<file path="src/restore_consts.vh">
// Constants for the factory restore detector.
// Assumes a 200 MHz clock; window and hold counts are derived from times in milliseconds.
`ifndef RESTORE_CONSTS_VH
`define RESTORE_CONSTS_VH
`define CLK_PERIOD_NS      5
`define CYCLES_PER_MS      (1000000 / `CLK_PERIOD_NS)
`define WINDOW_MS          3000
`define WINDOW_CYCLES      (`WINDOW_MS * `CYCLES_PER_MS)
`define HOLD_MIN_MS        1000
`define HOLD_MIN_CYCLES    (`HOLD_MIN_MS * `CYCLES_PER_MS)
`define HOLD_MAX_MS        20000
`define DEBOUNCE_US        10
// Ten microseconds at 5 ns a cycle, sized for the debouncer's counter.
`define DEBOUNCE_CYCLES    12'd2000
`define CNT_W              32
`define DB_W               12
`endif

</file>
<file path="src/factory_restore_detector.v">
// Factory restore detector: watches the restore switch after reset release.
// Assumes the pins arrive asynchronously; clk runs at 200 MHz.
`timescale 1ns/100ps
`include "restore_consts.vh"
module factory_restore_detector #(
   parameter [31:0] WINDOW_CYC   = `WINDOW_CYCLES,
   parameter [31:0] HOLD_CYC     = `HOLD_MIN_CYCLES,
   parameter [11:0] DEBOUNCE_CYC = `DEBOUNCE_CYCLES
) (
   input  wire clk,
   input  wire reset,
   input  wire external_reset_n,
   input  wire restore_switch_n,
   input  wire restore_switch_connected,
   output reg  reset_led_red,
   output reg  restore_config,
   output reg  clear_acl,
   output reg  clear_logs,
   output reg  clear_mote_list,
   output reg  restore_done
);
   localparam [1:0] ST_RESET  = 2'd0;
   localparam [1:0] ST_WINDOW = 2'd1;
   localparam [1:0] ST_HOLD   = 2'd2;
   localparam [1:0] ST_IDLE   = 2'd3;

   reg        ext_s1;
   reg        ext_s2;
   reg        ext_s3;
   reg        ext_level_n;
   reg  [1:0] state;
   reg  [1:0] next_state;
   reg [31:0] window_count;
   reg [31:0] hold_count;
   wire       switch_n;
   wire       request_n;
   wire       window_end;
   wire       hold_met;
   wire       fire;

   ////////////////////////////////////////////////////////////////////////
   // An open pin reads high, so it never counts as a request.
   assign switch_n = restore_switch_connected ? restore_switch_n
                                              : 1'b1;

   restore_debounce #(
      .STABLE_CYCLES (DEBOUNCE_CYC)
   ) u_debounce (
      .clk     (clk),
      .reset   (reset),
      .pin_n   (switch_n),
      .level_n (request_n)
   );

   ////////////////////////////////////////////////////////////////////////
   // External reset: three stages, change taken when the last two agree.
   always @(posedge clk) begin
      if (reset) begin
         ext_s1      <= 1'b0;
         ext_s2      <= 1'b0;
         ext_s3      <= 1'b0;
         ext_level_n <= 1'b0;
      end else begin
         ext_s1 <= external_reset_n;
         ext_s2 <= ext_s1;
         ext_s3 <= ext_s2;
         if (ext_s2 == ext_s3) begin
            ext_level_n <= ext_s3;
         end
      end
   end

   ////////////////////////////////////////////////////////////////////////
   // The window closes on its last counted cycle. The count saturates
   // one past that, at WINDOW_CYC, so a late press can never reopen it.
   assign window_end = (window_count >= WINDOW_CYC - 32'd1);

   // The hold is complete on the cycle its count reaches the minimum.
   assign hold_met = (hold_count >= HOLD_CYC - 32'd1);

   // Hold time of 1 s is met well inside the 20 s limit: restore fires
   // on the cycle the hold count completes. A restore that would fall in
   // the cycle the external reset returns is dropped, since the device
   // is already going back into reset.
   assign fire = (state == ST_HOLD) && !request_n && hold_met
                 && ext_level_n;

   ////////////////////////////////////////////////////////////////////////
   // Sequencing: reset, acceptance window, hold, and a final idle state
   // that only a new external reset leaves.
   always @* begin
      next_state = state;
      case (state)
         ST_RESET: begin
            if (ext_level_n) begin
               next_state = ST_WINDOW;
            end
         end
         ST_WINDOW: begin
            // Only a press that is down while the window is still open is honoured.
            if (window_end) begin
               next_state = ST_IDLE;
            end else if (!request_n) begin
               next_state = ST_HOLD;
            end
         end
         ST_HOLD: begin
            if (fire) begin
               next_state = ST_IDLE;
            end else if (request_n) begin
               // A release before the hold ends may retry while the
               // window is still open.
               if (window_end) begin
                  next_state = ST_IDLE;
               end else begin
                  next_state = ST_WINDOW;
               end
            end
         end
         ST_IDLE: begin
            next_state = ST_IDLE;
         end
         default: begin
            next_state = ST_RESET;
         end
      endcase
      if (!ext_level_n) begin
         next_state = ST_RESET;
      end
   end

   always @(posedge clk) begin
      if (reset) begin
         state <= ST_RESET;
      end else begin
         state <= next_state;
      end
   end

   ////////////////////////////////////////////////////////////////////////
   // Window counter: starts from zero at each release of the external
   // reset and stops at the window length rather than wrapping.
   always @(posedge clk) begin
      if (reset) begin
         window_count <= 32'h00000000;
      end else if (state == ST_RESET) begin
         window_count <= 32'h00000000;
      end else if (window_count < WINDOW_CYC) begin
         window_count <= window_count + 32'd1;
      end
   end

   ////////////////////////////////////////////////////////////////////////
   // Hold counter: counts only while the request stays down in the hold
   // state, so any release starts the hold over.
   always @(posedge clk) begin
      if (reset) begin
         hold_count <= 32'h00000000;
      end else if (state == ST_HOLD && !request_n) begin
         hold_count <= hold_count + 32'd1;
      end else begin
         hold_count <= 32'h00000000;
      end
   end

   ////////////////////////////////////////////////////////////////////////
   // The indicator follows the synchronised reset pin, so it lags the
   // pin by a few cycles; far below anything the eye can see.
   always @(posedge clk) begin
      if (reset) begin
         reset_led_red <= 1'b1;
      end else begin
         reset_led_red <= !ext_level_n;
      end
   end

   ////////////////////////////////////////////////////////////////////////
   // Outputs are one-cycle strobes to the storage logic, all in the same
   // cycle so that no store is left half restored.
   always @(posedge clk) begin
      if (reset) begin
         restore_config  <= 1'b0;
         clear_acl       <= 1'b0;
         clear_logs      <= 1'b0;
         clear_mote_list <= 1'b0;
      end else begin
         restore_config  <= fire;
         clear_acl       <= fire;
         clear_logs      <= fire;
         clear_mote_list <= fire;
      end
   end

   ////////////////////////////////////////////////////////////////////////
   // The done flag marks that this release has had its restore; only a
   // new external reset clears it.
   always @(posedge clk) begin
      if (reset) begin
         restore_done <= 1'b0;
      end else if (!ext_level_n) begin
         restore_done <= 1'b0;
      end else if (fire) begin
         restore_done <= 1'b1;
      end
   end
endmodule // factory_restore_detector

</file>
<file path="src/restore_debounce.v">
// Debouncer for the restore switch pin.
// Assumes an asynchronous, active-low pin that may bounce.
`timescale 1ns/100ps
module restore_debounce #(
   parameter [11:0] STABLE_CYCLES = 12'd2000
) (
   input  wire clk,
   input  wire reset,
   input  wire pin_n,
   output reg  level_n
);
   reg        sync1;
   reg        sync2;
   reg        sync3;
   reg [11:0] stable_count;

   // Reset to high keeps an idle pin inactive.
   always @(posedge clk) begin
      if (reset) begin
         sync1        <= 1'b1;
         sync2        <= 1'b1;
         sync3        <= 1'b1;
         stable_count <= 12'h000;
         level_n      <= 1'b1;
      end else begin
         sync1 <= pin_n;
         sync2 <= sync1;
         sync3 <= sync2;
         // A bounce restarts the count, so one press gives one edge.
         if (sync2 != sync3 || sync3 == level_n) begin
            stable_count <= 12'h000;
         end else if (stable_count >= STABLE_CYCLES - 12'd1) begin
            level_n      <= sync3;
            stable_count <= 12'h000;
         end else begin
            stable_count <= stable_count + 12'd1;
         end
      end
   end
endmodule // restore_debounce

</file>
<file path="config.mk">
export PLATFORM = sky130hd
export DESIGN_NAME = factory_restore_detector
export DESIGN_NICKNAME = d
export VERILOG_FILES = /design/src/factory_restore_detector.v /design/src/restore_debounce.v
export VERILOG_INCLUDE_DIRS = /design/src
export SDC_FILE = /design/constraint.sdc
export NUM_CORES = 1
export LEC_CHECK = 0
export ABC_AREA = 1
export ABC_CLOCK_PERIOD_IN_PS = 3600
export BUFFER_PORTS_ARGS = -buffer_cell sky130_fd_sc_hd__buf_2
export CORE_ASPECT_RATIO = 1.4
export CORE_MARGIN = 5
export CORE_UTILIZATION = 63
export DETAILED_ROUTE_END_ITERATION = 12
export HOLD_SLACK_MARGIN = 0.05
export PLACE_DENSITY = 0.76
export SYNTH_ARGS = -nofsm -noshare
export SYNTH_HDL_FRONTEND = slang
export SYNTH_SLANG_ARGS = --single-unit
</file>
<file path="constraint.sdc">
create_clock -name clk -period 3.6 [get_ports clk]
set_clock_uncertainty 0.2 [all_clocks]
set_input_delay 0.18 -clock clk [delete_from_list [all_inputs] [get_ports clk]]
set_output_delay 0.18 -clock clk [all_outputs]
set_load 0.05 [all_outputs]
</file>
# [After elaboration in Yosys (flattened, before gate mapping)]
# Cells that the tools add are included.
[totals] register_bits=89 inputBits=5 out_inout_bits=6 elab_cells=54
[op_classes] addsub=3 order_cmp=4 n_eq_ne=8 mux=6 n_bitwise=4 reduce_logical=14
[op_table] operator="$add A32 B1 Y32 const B" count=2
[op_table] operator="$ge A32 B28 Y1 const B" count=1
[op_table] operator="$ge A32 B30 Y1 const B" count=1
[op_table] operator="$lt A32 B30 Y1 const B" count=1
[op_table] operator="$add A12 B1 Y12 const B" count=1
[op_table] operator="$ge A12 B11 Y1 const B" count=1
[op_table] operator="$mux W2" count=5
[op_table] operator="$pmux W2 S4" count=1
[op_table] operator="$reduce_or A2 Y1" count=4
[op_table] operator="$eq A2 B2 Y1 const B" count=2
[op_table] operator="$not A1 Y1" count=4
[op_table] operator="$reduce_and A2 Y1" count=2
[op_table] operator="$logic_and A1 B1 Y1" count=3
[op_table] operator="$ne A3 B2 Y1 const B" count=1
[op_table] operator="$ne A3 B3 Y1 const B" count=1
[op_table] operator="$reduce_or A3 Y1" count=1
[op_table] operator="$eq A1 B1 Y1" count=2
[op_table] operator="$eq A2 B1 Y1 const B" count=1
[op_table] operator="$logic_not A1 Y1" count=2
[op_table] operator="$logic_not A2 Y1" count=1
[op_table] operator="$logic_or A1 B1 Y1" count=1
[op_table] operator="$ne A1 B1 Y1" count=1

# [Logic depth before layout (Yosys ltp)]
# Gate-level depths: netlist (run 1).
[depth] depth_word=6 depth_mapped=12 ltp_nobuf=12

# [By module]
# From an unflattened synthesis (run 1), not the netlist that was laid out.
[hier_totals] cells_unflattened=734 area_unflattened_um2=5117.4
[by_module_without_submodules] module="factory_restore_detector" instances=1 cells_per_inst=646 area_each_um2=4406.7 seq_area_each_um2=1461.4
[by_module_without_submodules] module="restore_debounce" instances=1 cells_per_inst=88 area_each_um2=710.7 seq_area_each_um2=320.3

# [Worst setup path before layout (run 1)]
# OpenSTA, ideal clock, no wires.
[synth_path] kind="register to register" startpoint="reg window_count[0]" endpoint="reg window_count[24]" setup_time_ps=116 arrival_time_ps=1451 required_time_ps=3284 path_slack_ps=1833 path_stages_with_launch=8 n_path_buf=0 synth_period_minus_slack_ps=1767 path_cell_list="dfxtp_1 ha_1 nand3_2 nor2_4 nand3_1 nor3_1 and2_1 nor2_1"
[synth_via] elab_chain_cells=1 word_cells_on_any_way=2 classes_between="1 x add/sub; 1 x order compare"
[synth_lines] element="start, declared" line_no="factory_restore_detector.v:33" source="reg [31:0] window_count;"
[synth_lines] element="start signal, assigned" line_no="factory_restore_detector.v:149" source="window_count <= window_count + 32'd1;"
[synth_lines] element="$add A32 B1 Y32 / $lt A32 B30 Y1 (equally long branches)" line_no="factory_restore_detector.v:149, factory_restore_detector.v:148"
# Parallel ways exist; a longest one is shown, timed or not.
# A chain may end at the register's enable or synchronous reset.

# [Worst setup path in the final report (run 1)]
[layout_path] startpoint="reg u_debounce.level_n" endpoint="reg hold_count[19]"
[layout_via] elab_chain_cells=4
[layout_lines] element="start, declared" line_no="restore_debounce.v:10" source="output reg level_n"
[layout_lines] element="start signal, assigned" line_no="restore_debounce.v:33" source="level_n <= sync3;"
[layout_lines] element="$logic_not A1 Y1" line_no="factory_restore_detector.v:159" source="end else if (state == ST_HOLD && !request_n) begin"
[layout_lines] element="$logic_and A1 B1 Y1" line_no="factory_restore_detector.v:159"
[layout_lines] element="$not A1 Y1 (no source line)"
[layout_lines] element="$reduce_or A2 Y1 (no source line)"
[layout_lines] element="end signal, assigned" line_no="factory_restore_detector.v:160" source="hold_count <= hold_count + 32'd1;"
[layout_lines] element="end, declared" line_no="factory_restore_detector.v:34" source="reg [31:0] hold_count;"
# Every way passes these cells.

==> qor.txt, run 1 <==
Post-synthesis compound-gate area fraction -> 9.771%
Vias -> 4,251
Mux share of post-synthesis cell area -> 0%
DP Worst Slack -> 1549 ps
Area of the mapped netlist -> 0.004648 mm2
Clock slew at reported path FFs -> 90 ps
ANT nets after route -> 0
Synth Register Bits -> 89
Iteration-0 DRC Markers -> 267
CORE AREA -> 0.007268 mm2
Vias in the first global route -> 4,158
Tmin final -> 2154 ps
CTS sink cnt -> 89
Leakage -> 1.745 nW
Worst Path Arrival -> 2260 ps
IO Count -> 11
Worst min path class -> flop to flop
Seq/Total Area, Yosys -> 38.33%
Adder-Cell Fraction of Synth Area -> 0.8075%
CTS tree -> built
Synth area leaders -> dfxtp_1, nand2_1, nor2_1
Starting density of the core -> 63.95%
Diode count -> 0
Slew Viols, Final -> 0
Post-Route WL -> 9956 um
# rows -> 37
Unique masters post-synth -> 41
Full die area -> 0.009220 mm2
Vias per cell -> 5.340
Syn avg cell area -> 6.816 um2
Placed Instances -> 775
DRC viols -> 0
Final instance area -> 0.004997 mm2
# fillers -> 673
Relative slew margins -> 50.50%
Pin count of the biggest net entering global routing -> 29
Wire per inst -> 12.51 um
Final setup viols -> 0
NumNets Final -> 702
RSZ-0062 raised after global routing -> no
YS warnings -> 0
Final period util -> 59.82%
Die width -> 82.60 um
Final Worst Setup Slack -> 1446 ps
XOR/XNOR Fraction of Synth Area -> 4.145%
Area post-placement -> 0.004730 mm2
Die height -> 111.6 um
Area leader, netlist -> dfxtp_1
Clk Latency, worst-skew pair -> 360 ps
Placer's final routability congestion estimate -> 0.9590
Clock tree buffer depth -> 2
CP Class -> flop to flop
Detailed placement HPWL -> 7383 um
Area Growth Syn to Fin -> 7.510%
GRT overflow -> 0
Final hold vios -> 0
Startpoint Class -> flop
Reg2Reg Depth -> 7
TritonCTS Buffers -> 9
Initial antenna violation count -> 0
Outcome -> completed
Layout cell share with drive strength beyond 1 -> 9.299%
Slew @ Worst Pin -> 741.6 ps
Simple logic cell fraction of the synthesized area -> 37.95%
Syn Nets -> 690
Final Non-Filler Cells -> 796
Top cell type's share of synthesized area -> 38.33%
Total iterations of the first detailed-routing run -> 5
Peak fanout along the critical path -> 21
GRT Overall Usage -> 23.85%
Power Density -> 350.6 mW/mm2
Worst VDD drop -> 0.2823 mV
TNS Setup -> 0 ps
Max-cap violations -> 0
First-pass GRT wire length -> 17,490 um
Hold depth -> 2
CP endpoint kind -> flop
Root Driver -> clkbuf_8
Port bufs -> 10
Synth Instances -> 682
Main combinational cell family by area after synthesis -> simple AND/OR/NAND/NOR gates
FMAX -> 0.4643 GHz
CP Data Required Time -> 3710 ps
CTS H-tree lvls -> 3
## synth_stat cells (all sizes together)
| cell | instances |
|---|---|
| dfxtp | 89 |
| buf | 10 |
| or2 | 8 |
| ha | 3 |
| a21oi | 48 |
| nor3b | 10 |
| nand4 | 13 |
| a31o | 1 |
| and2 | 1 |
| o21bai | 2 |
| nand3 | 37 |
| o21a | 4 |
| xnor2 | 6 |
| nor3 | 31 |
| nand2 | 165 |
| xor2 | 16 |
| nor2 | 114 |
| nor4 | 1 |
| a31oi | 5 |
| conb | 1 |
| nand3b | 6 |
| inv | 81 |
| o21ai | 22 |
| clkbuf | 6 |
| o211a | 1 |
| a311oi | 1 |
## registers in the layout, summed over array words and instances, names as in the netlist
name	flops
clear_mote_list	1
hold_count	32
ext_s2	1
state	2
reset_led_red	1
window_count	32
u_debounce.stable_count	12
restore_done	1
u_debounce.sync1	1
ext_s3	1
ext_s1	1
ext_level_n	1
u_debounce.level_n	1
u_debounce.sync2	1
u_debounce.sync3	1
## kinds of logic after synthesis
family / Yosys count
other: 1
buffers and inverters: 97
XOR/XNOR: 22
flip-flops: 89
AO/OA/AOI/OAI: 84
AND/OR/NAND/NOR: 386
adder cells (fa/ha/maj): 3
## timing repair
action | 4_1_cts | 5_1_grt
hold buffers | 5 | 0
resized for setup | 0 | 0
setup buffers | 0 | 0
hold endpoints to repair | 13 | 0
## per-stage QoR
stage               total power [mW]  hold slack, ps  utilization [%]
floorplan                      1.018           66.16                -
global route                   1.827           242.4            68.76
detailed placement             1.022           183.9            65.07
global placement               1.021           167.9            65.07
CTS                            1.772           208.6            68.76
finish                         1.752           215.1            68.76
## cell type report
| class | count | area [um2] | area share, % |
|---|---|---|---|
| clock buffer | 9 | 123.9 | 2.479 |
| sequential | 89 | 1782 | 35.65 |
| clock inverter | 7 | 93.84 | 1.878 |
| tap | 97 | 121.4 | 2.429 |
| multi-input combinational | 496 | 2452 | 49.07 |
| timing repair buffer | 17 | 115.1 | 2.303 |
| inverter | 81 | 309.0 | 6.184 |
## power breakdown
group | switching [mW] | leakage, nW | internal, mW
combinational | 0.00706 | 0.922 | 0.00781
clock | 0.358 | 0.106 | 0.391
sequential | 0.00163 | 0.718 | 0.987
## metal layers
layer  GRT usage (%)  up-vias  wire, um
met5               0        -         0
met4           12.54        0       383
met3           4.369       29       263
met2           44.00       69      5408
met1           24.28     1943      3900
li1                -     2210         -
## cells in the final DEF (no fill, tap or decap), types with 6 or more instances in the layout
cell type / instances
a21oi_1: 48
buf_2: 10
clkbuf_8: 9
dfxtp_1: 89
inv_1: 74
inv_2: 6
nand2_1: 161
nand3_1: 35
nand3b_1: 6
nand4_1: 13
nor2_1: 103
nor2_2: 9
nor3_1: 27
nor3b_1: 7
o21ai_0: 15
o21ai_1: 7
xnor2_1: 6
xor2_1: 16
## critical path: stages, from the launching register on
cell     delay (ps)
dfxtp_1         360
nor3_1          300
inv_1           120
nor2_1          120
buf_4           210
inv_1           350
a31oi_1         300
o21a_1          150
## final timing paths
check	end	slack [ps]	startpoint
setup / recovery	hold_count[19]	1450	u_debounce.level_n
hold / removal	ext_s2	220	ext_s1
setup reg to reg	hold_count[19]	1450	u_debounce.level_n
hold reg to reg	ext_s2	220	ext_s1
No activity file was read; power rests on OpenSTA's default activity.
==> run 2: changes to the inputs <==
--- a/config.mk
+++ b/config.mk
@@ -7,14 +7,14 @@
 export NUM_CORES = 1
 export LEC_CHECK = 0
 export ABC_AREA = 1
-export ABC_CLOCK_PERIOD_IN_PS = 3600
+export ABC_CLOCK_PERIOD_IN_PS = 2000
 export BUFFER_PORTS_ARGS = -buffer_cell sky130_fd_sc_hd__buf_2
 export CORE_ASPECT_RATIO = 1.4
 export CORE_MARGIN = 5
-export CORE_UTILIZATION = 63
+export CORE_UTILIZATION = 62
 export DETAILED_ROUTE_END_ITERATION = 12
 export HOLD_SLACK_MARGIN = 0.05
-export PLACE_DENSITY = 0.76
+export PLACE_DENSITY = 0.75
 export SYNTH_ARGS = -nofsm -noshare
 export SYNTH_HDL_FRONTEND = slang
 export SYNTH_SLANG_ARGS = --single-unit
==> constraint.sdc (replaced) <==
create_clock -name clk -period 2 [get_ports clk]
set_clock_uncertainty 0.2 [all_clocks]
set_input_delay 0.1 -clock clk [delete_from_list [all_inputs] [get_ports clk]]
set_output_delay 0.1 -clock clk [all_outputs]
set_load 0.05 [all_outputs]
==> run 2 against run 1 <==
Net effect:
- register-to-register slack worse by 1300 ps
- setup slack got worse by 1300 ps
- global-route usage is 1.1 points lower
- clock power is 63% higher
- maximum frequency grew 14%
- utilization grew 3.3 points
- hold slack gained 2.3 ps
- cell count increased by 2.8%
==> qor.txt, run 2 (synthesized netlist as in run 1, its figures left out) <==
ANT nets after route -> 0 (unchanged)
Max-cap violations -> 0 (unchanged)
CP dominant cell by count -> nand2_1
DP Worst Slack -> -18.39 ps (-1567 ps)
Critical-path top delay cell -> dfxtp_1
Post-Route WL -> 10,660 um (+7.1%)
Root Driver -> clkbuf_8
Starting density of the core -> 63.55% (-0.40 points)
Area of the multi-input gates -> 0.002550 mm2 (+4.0%)
Final period util -> 94.30% (+34 points)
Pin count of the biggest net entering global routing -> 29 (unchanged)
CORE AREA -> 0.007315 mm2 (+0.64%)
Initial antenna violation count -> 0 (unchanged)
RR Startpoint -> window_count[2]
Clock tree buffer depth -> 2 (unchanged)
Area Growth Syn to Fin -> 13.46%
CP Class -> flop to flop
CTS sink cnt -> 89 (unchanged)
# rows -> 37 (unchanged)
Layout cell share with drive strength beyond 1 -> 15.81% (+6.5 points)
Worst VDD drop -> 0.5072 mV (+80%)
CTS H-tree lvls -> 3 (unchanged)
CTS tree -> built
Hold-critical path endpoint -> ext_s2
Worst Path Arrival -> 1970 ps (-290 ps)
Power Density -> 574.1 mW/mm2 (+64%)
Final Worst Setup Slack -> 113.9 ps (-1332 ps)
IO Count -> 11 (unchanged)
GRT overflow -> 0 (unchanged)
TritonCTS Buffers -> 9 (unchanged)
Final instance area -> 0.005274 mm2 (+5.5%)
Most frequent cells in the layout -> nand2_1, nor2_1, dfxtp_1
Vias per cell -> 5.379 (+0.72%)
Placed Instances -> 786 (+1.4%)
Critical path buffer and inverter count -> 1 (-2)
Critical R2R Capture -> window_count[13]
CP endpoint kind -> flop
Area post-placement -> 0.004812 mm2 (+1.7%)
Outcome -> completed
Vias -> 4,400 (+3.5%)
Clock slew at reported path FFs -> 80 ps (about the same)
Critical-path cell list -> nand2_1 -> inv_1 -> nand4_1 -> nor2_1 -> xor2_1 -> nand2_1 -> a21oi_1
Wire per inst -> 13.03 um (+4.2%)
# fillers -> 664 (-1.3%)
GRT Overall Usage -> 22.79% (-1.1 points)
First-pass GRT wire length -> 17,740 um (+1.4%)
Final hold vios -> 0 (unchanged)
NumNets Final -> 724 (+3.1%)
Final setup viols -> 0 (unchanged)
Hold Startpoint -> ext_s1
FF+latch area -> 0.001798 mm2 (+0.91%)
Tmin final -> 1886 ps (-267.6 ps)
Port bufs -> 10 (unchanged)
Peak fanout along the critical path -> 6 (-71%)
Slew Viols, Final -> 0 (unchanged)
Vias in the first global route -> 4,263 (+2.5%)
Clk Latency, worst-skew pair -> 360 ps (about the same)
CP Data Required Time -> 2090 ps (-1620 ps)
Detailed placement HPWL -> 7588 um (+2.8%)
Most common cell after layout, fill and taps aside -> nand2_1
Cell family contributing the most delay on the critical path -> simple AND/OR/NAND/NOR gates
Die height -> 112.5 um (+0.73%)
Full die area -> 0.009354 mm2 (+1.4%)
Final Non-Filler Cells -> 818 (+2.8%)
Startpoint Class -> flop
Register-to-register setup slack -> 110 ps (-1330 ps)
Total iterations of the first detailed-routing run -> 5 (unchanged)
Placer's final routability congestion estimate -> 0.9377 (-2.2%)
Worst min path class -> flop to flop
Diode count -> 0 (unchanged)
Reg2Reg Depth -> 7 (unchanged)
DRC viols -> 0 (unchanged)
Slowest stage delay, CP -> 410 ps (+50 ps)
Leakage -> 1.875 nW (+7.4%)
FMAX -> 0.5302 GHz (+14%)
Hold depth -> 2 (unchanged)
Iteration-0 DRC Markers -> 191 (-28%)
Biggest regs -> hold_count: 32 flops, window_count: 32 flops, u_debounce.stable_count: 12 flops
Die width -> 83.18 um (+0.71%)
[run 2: changes by cell type in the layout (fill, tap and decap cells not counted), sizes merged]
| cell | change |
|---|---|
| buf | +20 |
| inv | -1 |
| bufinv | -2 |
| clkinvlp | +1 |
| clkinv | -1 |
| clkbuf | +5 |
[run 2: routing by layer]
layer / share of wire (%) / up-vias / global-route usage, %
li1: - / 2245 / -
met1: 38 / 2018 / 22.37
met2: 55 / 99 / 43.79
met3: 3.1 / 38 / 4.552
met4: 3.9 / 0 / 12.76
met5: 0 / - / 0
[run 2: worst max-delay path by stage]
| stage | startpoint | end | cells after the start |
|---|---|---|---|
| 2_1_floorplan | window_count[0] | window_count[24] | 7 |
| 3_3_place_gp | hold_count[0] | hold_count[26] | 8 |
| 5_1_grt | window_count[27] | window_count[8] | 10 |
| 4_1_cts | window_count[17] | window_count[13] | 9 |
| 6_report | window_count[2] | window_count[13] | 7 |
| 3_5_place_dp | hold_count[0] | hold_count[26] | 8 |
[run 2: area by class of cell]
| type | instances | area share [%] |
|---|---|---|
| Clock inverter | 3 | 0.4033 |
| Inverter | 81 | 6.074 |
| Timing Repair Buffer | 38 | 5.243 |
| Tap cell | 97 | 2.301 |
| Timing Repair inverter | 1 | 0.1423 |
| Sequential cell | 89 | 34.09 |
| Clock buffer | 13 | 3.393 |
| Multi-Input combinational cell | 496 | 48.35 |
[run 2: per-stage QoR]
| step | util [%] | TNS [ps] | hold slack, ps | total power, mW |
|---|---|---|---|---|
| final | 72.10 | 0 | 217.4 | 3.028 |
| after floorplan | - | 0 | -13.84 | 1.833 |
| after global routing | 72.10 | -88.78 | 243.3 | 3.150 |
| after global placement | 65.79 | 0 | 87.84 | 1.839 |
| after CTS | 69.28 | 0 | 212.5 | 3.058 |
| after detailed placement | 65.79 | -22.22 | 93.08 | 1.840 |
[run 2: repair_timing]
item                                    CTS  global route
pin swaps                                 0             7
cloned                                    0             1
endpoints found under the hold margin    13             0
endpoints found under the setup margin    2            44
setup buffers                             0            10
hold buffers                              5             0
gates resized for setup                   1            41
[run 2: worst register-to-register path: stages, from the launching register on]
cell and delay, ps:
dfxtp_1 410, nand2_1 70, inv_1 160, nand4_1 150
nor2_1 360, xor2_1 220, nand2_1 80, a21oi_1 150
[run 2: report_power, final]
part	leakage (nW)	switching, mW	internal (mW)	total (mW)
combinational	1.05	0.0128	0.0141	0.0269
clock	0.102	0.634	0.590	1.22
sequential	0.723	0.00275	1.77	1.78
total	1.87	0.650	2.38	3.03
==> run 3: changes to the inputs <==
--- a/config.mk
+++ b/config.mk
@@ -11,10 +11,11 @@
 export BUFFER_PORTS_ARGS = -buffer_cell sky130_fd_sc_hd__buf_2
 export CORE_ASPECT_RATIO = 1.4
 export CORE_MARGIN = 5
-export CORE_UTILIZATION = 62
+export CORE_UTILIZATION = 63
 export DETAILED_ROUTE_END_ITERATION = 12
 export HOLD_SLACK_MARGIN = 0.05
-export PLACE_DENSITY = 0.75
+export PLACE_DENSITY = 0.76
 export SYNTH_ARGS = -nofsm -noshare
 export SYNTH_HDL_FRONTEND = slang
+export SYNTH_HIERARCHICAL = 1
 export SYNTH_SLANG_ARGS = --single-unit
==> run 3 against run 2 <==
Net effect:
- final area grew 7.0%
- cell count grew 5.6%
- sequential cell count is the same
- critical path depth grew 2
- global-route usage grew 2.2 points
- hold slack lost 16 ps
- highest routed layer unchanged
==> qor.txt, run 3 <==
Outcome -> completed
DRC viols -> 0 (unchanged)
Final period util -> 93.92% (-0.39 points)
Root Driver -> clkbuf_16
NetSw -> 753.1 uW (+16%)
ANT nets after route -> 0 (unchanged)
Slew @ Worst Pin -> 764.5 ps
Vias in the first global route -> 4,611 (+8.2%)
CTS H-tree lvls -> 3 (unchanged)
CORE AREA -> 0.008051 mm2 (+10%)
Most frequent cells in the layout -> nand2_1, nor2_1, dfxtp_1
Final setup viols -> 0 (unchanged)
Placer's final routability congestion estimate -> 1.001 (+6.7%)
Detailed placement HPWL -> 8965 um (+18%)
Initial antenna violation count -> 0 (unchanged)
Switching Share -> 21.36% (-0.10 points)
Post-CTS Setup Bufs -> 0 (unchanged)
Die width -> 86.17 um (+3.6%)
Utilization after layout -> 70.07% (-2.0 points)
CP dominant cell by count -> nand2_1
FF+latch area -> 0.001782 mm2 (-0.90%)
Area of the multi-input gates -> 0.002883 mm2 (+13%)
CTS sink cnt -> 89 (unchanged)
First-pass GRT wire length -> 19,980 um (+13%)
Total iterations of the first detailed-routing run -> 5 (unchanged)
Top cell type's share of synthesized area -> 34.82% (-3.5 points)
Clk Latency, worst-skew pair -> 340 ps (-20 ps)
Worst Path Arrival -> 1950 ps (-20 ps)
TNS Setup -> 0 ps (unchanged)
Clock tree buffer depth -> 2 (unchanged)
Starting density of the core -> 63.56% (about the same)
Critical-path cell list -> nand2_1 -> inv_1 -> nand4_1 -> nor2_2 -> nand2_1 -> nand2_4 -> buf_4 -> nand2_1 -> a21oi_2
Post-synth EDFFs -> 0 (unchanged)
Area post-placement -> 0.005274 mm2 (+9.6%)
GRT Overall Usage -> 25.03% (+2.2 points)
Worst min path class -> flop to flop
# rows -> 39 (+5.4%)
Async set-reset flop share out of synthesis -> 0% (unchanged)
Full die area -> 0.01005 mm2 (+7.5%)
Biggest regs -> hold_count: 32 flops, window_count: 32 flops, u_debounce/stable_count: 12 flops
Unique masters post-synth -> 43 (+4.9%)
Relative slew margins -> 48.84%
Syn avg cell area -> 6.972 um2 (+2.3%)
Synth Flop Type -> dfxtp_1
Final hold vios -> 0 (unchanged)
FMAX -> 0.5324 GHz (+0.41%)
Area Growth Syn to Fin -> 10.24%
CTS tree -> built
YS warnings -> 6 (+6)
Wire per inst -> 13.52 um (+3.7%)
Die height -> 116.6 um (+3.7%)
Post-Route WL -> 11,680 um (+9.6%)
# fillers -> 696 (+4.8%)
Area of the mapped netlist -> 0.005117 mm2 (+10%)
Leakage -> 1.990 nW (+6.2%)
Flop pwr share -> 50.5% (-8.2 points)
Power Density -> 624.9 mW/mm2 (+8.8%)
Internal Power -> 2.772 mW (+17%)
Syn Nets -> 742 (+7.5%)
CP Class -> flop to flop
Clock slew at reported path FFs -> 70 ps (about the same)
GRT overflow -> 0 (unchanged)
CP endpoint kind -> flop
Peak fanout along the critical path -> 16 (+10)
Pin count of the biggest net entering global routing -> 31 (+6.9%)
Layout cell share with drive strength beyond 1 -> 19.03% (+3.2 points)
NumNets Final -> 765 (+5.7%)
Tmin final -> 1878 ps (-7.730 ps)
Slowest stage delay, CP -> 390 ps (-20 ps)
Seq/Total Area, Yosys -> 34.82% (-3.5 points)
TritonCTS Buffers -> 9 (unchanged)
Final Non-Filler Cells -> 864 (+5.6%)
Synth Register Bits -> 89 (unchanged)
Vias per cell -> 5.288 (-1.7%)
Area leader, netlist -> dfxtp_1
IO Count -> 11 (unchanged)
Total power -> 3.525 mW (+16%)
Dominant cell by count in the synthesized netlist -> nand2_1
Startpoint Class -> flop
Synth Instances -> 734 (+7.6%)
Port bufs -> 10 (unchanged)
RSZ-0062 raised after global routing -> no
Diode count -> 0 (unchanged)
Power share of the clock group -> 48.6% (+8.2 points)
Placed Instances -> 843 (+7.3%)
Synth area leaders -> dfxtp_1, nand2_1, nor2_1
Max-cap violations -> 0 (unchanged)
Iteration-0 DRC Markers -> 224 (+17%)
Critical-path top delay cell -> dfxtp_1
Combinational Power Share -> 0.9% (about the same)
Final instance area -> 0.005642 mm2 (+7.0%)
Vias -> 4,569 (+3.8%)
Worst VDD drop -> 0.4197 mV (-17%)
Slew Viols, Final -> 0 (unchanged)
CP Data Required Time -> 2070 ps (-20 ps)
Commonest cells post-synth -> nand2_1, nor2_1, dfxtp_1
Most common cell after layout, fill and taps aside -> nand2_1
run 3: kinds of logic after synthesis:
kind of cell,Yosys count,share of synthesized area (%)
AO/OA/AOI/OAI,74,10.00
XOR/XNOR,33,5.648
adder cells (fa/ha/maj),3,0.7336
buffers and inverters,105,9.413
flip-flops,89,34.82
other,1,0.07328
AND/OR/NAND/NOR,429,39.32
run 3: final cells by class:
cell class / count / share of cell area, %
clock buffer: 9 / 3.992
clock inverter: 7 / 1.331
multi-input combinational: 540 / 51.10
sequential: 89 / 31.58
tap: 102 / 2.262
timing repair buffer: 28 / 3.726
inverter: 89 / 6.010
run 3: worst paths after layout:
check              startpoint  depth (start not counted)                to  slack [ps]
min                    ext_s1                          2            ext_s2         200
max reg2reg  window_count[25]                          9  window_count[20]         120
min reg2reg            ext_s1                          2            ext_s2         200
max          window_count[25]                          9  window_count[20]         120
run 3: worst max-delay path, delay by kind of cell, from the launching register on:
family / cells / cell delay, ps
and+or+nand+nor: 6 / 710
buffers and inverters: 2 / 360
AOI/OAI and AO/OA: 1 / 140
DFF: 1 / 390
run 3: routing by layer:
metal | vias up | global-route usage [%] | wire, um
met1 | 2092 | 25.21 | 4604
met2 | 75 | 46.17 | 6249
met3 | 44 | 3.105 | 224
met5 | - | 0 | 0
li1 | 2358 | - | -
met4 | 0 | 19.33 | 602
run 3: through the flow:
stage / hold WS [ps] / setup slack (ps)
floorplan: -28.82 / 266.7
global placement: 105.2 / 173.3
detailed placement: 115.1 / 140.4
CTS: 201.2 / 128.7
global route: 231.1 / 1.876
finish: 201.4 / 121.6
run 3: power by group through the flow:
stage	combinational [mW]	clock (mW)	sequential (mW)
after floorplan	0.0133	0	1.82
after global placement	0.0211	0	1.82
after detailed placement	0.0225	0	1.82
after CTS	0.0301	1.75	1.78
after global routing	0.0339	1.82	1.78
final	0.0308	1.71	1.78
run 3: what timing repair did:
| action | CTS | global route |
|---|---|---|
| hold buffers | 5 | 0 |
| endpoints found under the setup margin | 0 | 5 |
| gates resized for setup | 0 | 4 |
| endpoints found under the hold margin | 10 | 0 |
